--- config.mk ---
export PLATFORM = sky130hd
export DESIGN_NAME = watchdog_counter_control
export DESIGN_NICKNAME = d
export VERILOG_FILES = /design/src/watchdog_pkg.sv /design/src/watchdog_counter_control.sv
export SDC_FILE = /design/constraint.sdc
export NUM_CORES = 1
export LEC_CHECK = 0
export BUFFER_PORTS_ARGS = -buffer_cell sky130_fd_sc_hd__buf_4
export CELL_PAD_IN_SITES_DETAIL_PLACEMENT = 0
export CELL_PAD_IN_SITES_GLOBAL_PLACEMENT = 1
export CORE_MARGIN = 2
export CORE_UTILIZATION = 38
export CTS_CLUSTER_SIZE = 8
export DETAILED_ROUTE_END_ITERATION = 6
export PLACE_DENSITY_LB_ADDON = 0.2
export SYNTH_ARGS = -nofsm -noshare
export SYNTH_HDL_FRONTEND = slang
export SYNTH_SLANG_ARGS = --single-unit
--- constraint.sdc ---
create_clock -name clock -period 2.3 [get_ports clock]
set_input_delay 0.115 -clock clock [delete_from_list [all_inputs] [get_ports clock]]
set_output_delay 0.115 -clock clock [all_outputs]
set_load 0.02 [all_outputs]
--- src/watchdog_pkg.sv ---
// Package for the watchdog counter and its control/status register
//
// What this block does
// - An 8-bit up-counter advances on each selected prescaler tick; software can read it, and can write it only while the run enable is set.
// - Setting the run enable starts the counter; clearing it stops counting and forces the count to zero.
// - The overflow flag in control bit 7 sets whenever the count wraps from all ones to zero.
// - In watchdog mode with reset action selected, the resulting internal reset clears the overflow flag.
// - Writing a one to the overflow flag does nothing; only a zero write can clear it.
// - The overflow flag clears only after a read of the control register that saw it set, then a zero write.
// - Control bit 6 selects interval mode (0) or watchdog mode (1), and resets to interval mode.
// - Control bits 4 and 3 are reserved, always read as one and ignore writes.
// - The 3-bit clock select picks a tick of clock divided by 2, 64, 128, 512, 2048, 8192, 32768 or 131072.
// - The overflow period is 256 selected ticks, from zero counting up until the wrap.
// - The counter and control register accept writes only through a protected write method.
// - In interval mode every overflow raises the interval interrupt request.
// - In watchdog mode an overflow requests an internal reset when that action is selected, else no reset.
package watchdog_pkg;
    // ==========================================================
    // Register map (byte addresses)
    localparam logic [7:0] count_offset = 8'h00;
    localparam logic [7:0] control_offset = 8'h04;
    localparam logic [7:0] irq_status_offset = 8'h08;
    localparam logic [7:0] irq_enable_offset = 8'h0c;
    localparam logic [7:0] irq_clear_offset = 8'h10;
    localparam logic [7:0] reset_action_offset = 8'h14;
    // ==========================================================
    // Protected write key in pwdata[15:8]
    localparam logic [7:0] write_key = 8'h5a;
    localparam int key_lsb = 8;
    // ==========================================================
    // Control register fields
    localparam int overflow_bit = 7;
    localparam int mode_bit = 6;
    localparam int run_bit = 5;
    localparam logic [1:0] reserved_value = 2'h3;
    localparam logic [7:0] count_reset = 8'h00;
    localparam logic [2:0] clock_select_reset = 3'h0;
    // ==========================================================
    // Interrupt status layout
    localparam int irq_interval_bit = 0;
    localparam int irq_wd_overflow_bit = 1;
    // ==========================================================
    // Prescaler: longest tap is clock / 131072
    localparam int prescale_width = 17;

    typedef struct packed {
        logic overflow_flag;
        logic timer_mode_select;
        logic timer_run_enable;
        logic [2:0] clock_select;
    } control_s;

    typedef struct packed {
        logic [7:0] watchdog_count;
        control_s ctrl;
        logic flag_seen;
        logic [prescale_width-1:0] prescaler;
        logic [1:0] irq_status;
        logic [1:0] irq_enable;
        logic reset_action;
        logic reset_request;
        logic [31:0] prdata;
    } state_s;
endpackage
--- src/watchdog_counter_control.sv ---
// Watchdog channel 0: counter, control/status register, APB slave, interrupt
`timescale 1ns/10ps
module watchdog_counter_control (
    input wire logic clock,
    input wire logic reset_n,
    input wire logic psel,
    input wire logic penable,
    input wire logic pwrite,
    input wire logic [7:0] paddr,
    input wire logic [31:0] pwdata,
    output logic [31:0] prdata,
    output logic pready,
    output logic pslverr,
    output logic interval_overflow_irq,
    output logic internal_reset_request
);
    import watchdog_pkg::*;

    state_s state_r;
    state_s state_nxt;

    // ==========================================================
    // Helpers
    function automatic logic tap_hit(input logic [2:0] sel,
                                     input logic [prescale_width-1:0] pre);
        logic [prescale_width-1:0] mask;
        mask = '0;
        case (sel)
            3'h0: mask = 17'h00001;
            3'h1: mask = 17'h0003f;
            3'h2: mask = 17'h0007f;
            3'h3: mask = 17'h001ff;
            3'h4: mask = 17'h007ff;
            3'h5: mask = 17'h01fff;
            3'h6: mask = 17'h07fff;
            default: mask = 17'h1ffff;
        endcase
        tap_hit = (pre & mask) == mask;
    endfunction

    function automatic logic [7:0] control_image(input control_s c);
        control_image = {c.overflow_flag, c.timer_mode_select, c.timer_run_enable,
                         reserved_value, c.clock_select};
    endfunction

    // ==========================================================
    // Next state
    logic access;
    logic wr;
    logic rd;
    logic key_ok;
    logic tick;
    logic wrap;
    logic [7:0] wbyte;

    always_comb begin
        state_nxt = state_r;
        access = psel && penable;
        wr = access && pwrite;
        rd = access && !pwrite;
        key_ok = pwdata[key_lsb +: 8] == write_key;
        wbyte = pwdata[7:0];
        // Prescaler free runs; a divided rate is a one-cycle tick
        state_nxt.prescaler = state_r.prescaler + 1'b1;
        tick = state_r.ctrl.timer_run_enable
               && tap_hit(state_r.ctrl.clock_select, state_r.prescaler);
        wrap = tick && state_r.watchdog_count == 8'hff;
        state_nxt.reset_request = 1'b0;

        // Counting
        if (!state_r.ctrl.timer_run_enable) begin
            state_nxt.watchdog_count = count_reset;
        end else if (tick) begin
            state_nxt.watchdog_count = state_r.watchdog_count + 8'h01;
        end

        // Read while set arms the flag clear
        if (rd && paddr == control_offset && state_r.ctrl.overflow_flag) begin
            state_nxt.flag_seen = 1'b1;
        end

        // Register writes; count write beats a tick
        if (wr && key_ok) begin
            case (paddr)
                count_offset: begin
                    if (state_r.ctrl.timer_run_enable) begin
                        state_nxt.watchdog_count = wbyte;
                    end
                end
                control_offset: begin
                    state_nxt.ctrl.timer_mode_select = wbyte[mode_bit];
                    state_nxt.ctrl.timer_run_enable = wbyte[run_bit];
                    state_nxt.ctrl.clock_select = wbyte[2:0];
                    if (!wbyte[run_bit]) begin
                        state_nxt.watchdog_count = count_reset;
                    end
                    // Zero clears only after a read saw it set; one is ignored
                    if (!wbyte[overflow_bit] && state_r.flag_seen) begin
                        state_nxt.ctrl.overflow_flag = 1'b0;
                        state_nxt.flag_seen = 1'b0;
                    end
                end
                default: ;
            endcase
        end
        if (wr) begin
            case (paddr)
                irq_enable_offset: state_nxt.irq_enable = pwdata[1:0];
                irq_clear_offset: state_nxt.irq_status = state_r.irq_status & ~pwdata[1:0];
                reset_action_offset: state_nxt.reset_action = pwdata[0];
                default: ;
            endcase
        end

        // Overflow; set wins over any clear in the same cycle
        if (wrap) begin
            state_nxt.ctrl.overflow_flag = 1'b1;
            if (!state_r.ctrl.timer_mode_select) begin
                state_nxt.irq_status[irq_interval_bit] = 1'b1;
            end else begin
                state_nxt.irq_status[irq_wd_overflow_bit] = 1'b1;
                if (state_r.reset_action) begin
                    state_nxt.reset_request = 1'b1;
                    state_nxt.ctrl.overflow_flag = 1'b0;
                    state_nxt.flag_seen = 1'b0;
                end
            end
        end

        // Read data loaded in setup and held through the access edge
        if (psel && !penable) begin
            state_nxt.prdata = '0;
            if (!pwrite) begin
                case (paddr)
                    count_offset: state_nxt.prdata = {24'h0, state_r.watchdog_count};
                    control_offset: state_nxt.prdata = {24'h0, control_image(state_r.ctrl)};
                    irq_status_offset: state_nxt.prdata = {30'h0, state_r.irq_status};
                    irq_enable_offset: state_nxt.prdata = {30'h0, state_r.irq_enable};
                    reset_action_offset: state_nxt.prdata = {31'h0, state_r.reset_action};
                    default: state_nxt.prdata = '0;
                endcase
            end
        end
    end

    // ==========================================================
    // State register
    always_ff @(posedge clock or negedge reset_n) begin
        if (!reset_n) begin
            state_r <= '0;
            state_r.watchdog_count <= count_reset;
            state_r.ctrl.clock_select <= clock_select_reset;
        end else begin
            state_r <= state_nxt;
        end
    end

    // ==========================================================
    // Outputs; setup-phase read keeps the slave at zero wait states
    assign prdata = state_r.prdata;
    assign pready = 1'b1;
    assign pslverr = psel && penable && !(paddr == count_offset
        || paddr == control_offset || paddr == irq_status_offset
        || paddr == irq_enable_offset || paddr == irq_clear_offset
        || paddr == reset_action_offset);
    assign interval_overflow_irq = |(state_r.irq_status & state_r.irq_enable);
    assign internal_reset_request = state_r.reset_request;
endmodule // watchdog_counter_control

==> results_dict.tcl <==
set metrics [dict create \
    grt_max_degree 47 \
    synth_area_sq_um 2580 \
    drt_iter0_drc 133 \
    vias 1850 \
    cts-root-buf "clkbuf_8" \
    slew_violations 0 \
    rr_startpoint "state_r[40]" \
    numCtsBuffers 5 \
    dp_hpwl_mm 3.93 \
    async_flop_share_pct 100 \
    relSlewSlack_pct 57.9 \
    wire_per_inst_um 13.6 \
    port_buffers 39 \
    first_pass_iters 4 \
    vias_per_cell 4.86 \
    met2_length_mm 2.27 \
    ys.warnings.count 0 \
    die_area_sq_um 7480 \
    synth_common_cells "dfrtp_1 (46), nand2_1 (36), buf_4 (33)" \
    min_path_type "input port to flip-flop" \
    fin_crit_sh_pct 90.2 \
    period_needed_ns 2.08 \
    grt_pass1_wl_mm 8.86 \
    cts_tree "built" \
    tightest_slew_ns 0.626 \
    postCtsSetupBuffers 0 \
    synth_edf_count 0 \
    grt_overflow 0 \
    critPathMaxFanout 6 \
    start_util_pct 38.7 \
    antennaDiodeCount 0 \
    synth.largest_area_cell "dfrtp_1" \
    hold_start "pwdata[4]" \
    core_area_sq_um 6680 \
    ios 81 \
    arrival_ns 2.30 \
    clk_latency_ns 0.30 \
    setup_tns_ns 0 \
    grt_pass1_vias 1747 \
    ant_nets 0 \
    drive_gt1_share_pct 21.6 \
    holdPathStages 3 \
    yosysMostFrequentCell "dfrtp_1" \
    clk_pin_slew_ns 0.09 \
    maxCapViolations 0 \
    reg2regPathDepth 6 \
    ys_seq_area_share_pct 44.5 \
    core.rowCount 30 \
    place_ws_ns 0.185 \
    routed_wl_mm 5.20 \
    cts_sinks 46 \
    status "completed" \
    synth_area_per_cell_sq_um 9.87 \
    hold_violations 0 \
    place.gp.congestion 0.741 \
    synthCells 262 \
    worst_slack_ns 0.225 \
    final_util_pct 43.9 \
    drc 0 \
    powerDensity_nw_per_um2 478 \
    synth_top_area_share_pct 44.5 \
    num-nets-final 348 \
    clock.fmax_mhz 482 \
    critPathLaunchType "flip-flop" \
    rr_endpoint "state_r[61]" \
    crit_type "flip-flop to flip-flop" \
    ys_seq_elements 46 \
    p_leak_nw 1.36 \
    die_h_um 86.5 \
    areaGrowthSynthToFinish_pct 13.6 \
    fin_skew_ns 0.00950 \
    met1_length_mm 2.61 \
    met3WireLength_um 265 \
    h-tree-depth 2 \
    die_x_um 86.5 \
    grt_setup_unrepaired "no" \
    end_kind "flip-flop" \
    finalSetupViolCount 0 \
    ys_types 43 \
    grt_usage_pct 14.9 \
    highest_layer "met4" \
    cts_buffer_depth 2 \
    synthTopCellsByArea "dfrtp_1 (45%), buf_4 (9.6%), xnor2_1 (6.1%)" \
    hold-path-endpoint "state_r[66]" \
    antenna_found_initial 0 \
    peakVddDrop_v 0.000165 \
    r2r_slack_ns 0.22 \
    worstPathRequired_ns 2.52 \
    ys_dominant_reg_cell "dfrtp_1" \
]
[metal layers]
layer  vias up  GRT usage, %
met4         0          3.84
met2        45          21.3
li1        935             -
met3         7          2.86
met1       863          23.0
met5         -             0
[where the power goes]
part           switching [mW]  leakage [nW]  total, mW  internal [mW]
sequential           0.000644         0.618      0.809          0.809
clock                   0.257        0.0383      0.467          0.210
combinational          0.0851         0.699      0.128         0.0428
[critical path: stages, from the launching register on]
cell and delay, ns:
dfrtp_1 0.45, nand4_2 0.19, a2111oi_4 0.36, o221ai_2 0.15, or2_4 0.29, nor3_4 0.33, mux2i_1 0.21
[layout make-up]
type	count	area [sq um]
fillers	681	3750
multi-input cells	195	1240
flip-flops and latches	46	1150
repair buffers	45	340
well taps	80	100
clock buffers	7	76.3
inverters	8	30.0
[what timing repair did]
item,CTS,global route
hold buffers,1,0
hold endpoints to repair,46,0
endpoints found under the setup margin,0,5
resized for setup,0,1
[stage by stage]
stage / area, sq um / hold WS (ns) / instances / power (mW)
2_1_floorplan: 2670 / -0.181 / 285 / 0.918
3_3_place_gp: 2840 / 0.157 / 373 / 0.953
5_1_grt: 2940 / 0.0231 / 381 / 1.47
6_report: 2940 / 0.0134 / 381 / 1.40
4_1_cts: 2930 / 0.00755 / 381 / 1.43
3_5_place_dp: 2840 / 0.160 / 373 / 0.954
[layout by cell type, fill, tap and decap left out, types with 3 or more instances in the layout]
| master | netlist | layout |
|---|---|---|
| dfrtp_1 | 46 | 46 |
| buf_4 | 33 | 44 |
| nand2_1 | 36 | 36 |
| conb_1 | 2 | 25 |
| o21ai_0 | 20 | 20 |
| xnor2_1 | 18 | 18 |
| nand3_1 | 12 | 12 |
| nor2_1 | 10 | 10 |
| nand4_1 | 9 | 9 |
| inv_1 | 8 | 8 |
| mux2i_1 | 8 | 8 |
| nor3_1 | 7 | 7 |
| mux2_2 | 6 | 6 |
| clkbuf_8 | 0 | 5 |
| and3_1 | 4 | 4 |
| xor2_1 | 4 | 4 |
| nor4_1 | 3 | 3 |
| nand3b_1 | 3 | 3 |
| a21oi_1 | 3 | 3 |
| a22o_1 | 3 | 3 |
[sequential cells by signal, indices dropped and copies added, names as in the netlist]
register	count
state_r	37
internal_reset_request	1
prdata	8
[worst max path at each step]
| stage | startpoint | end | depth (start not counted) |
|---|---|---|---|
| 6_report | state_r[40] | state_r[61] | 6 |
| 5_1_grt | state_r[40] | state_r[61] | 6 |
| 4_1_cts | state_r[40] | state_r[61] | 6 |
| 3_5_place_dp | state_r[40] | state_r[61] | 6 |
| 3_3_place_gp | state_r[40] | state_r[61] | 6 |
| 2_1_floorplan | state_r[40] | state_r[61] | 6 |
[cell families (layout without fill, tap and decap cells)]
logic type                 after synthesis  count (layout)  share of synthesized area, %
and+or+nand+nor                         97              97                          19.9
DFF                                     46              46                          44.5
buffers and inverters                   44              60                          11.2
AOI/OAI and AO/OA                       34              34                          9.00
xor gates and xnor gates                22              22                          7.45
muxes                                   15              15                          6.58
adders and majority gates                2               2                         0.968
other                                    2              25                         0.291
(Power assumes the default switching activity.)
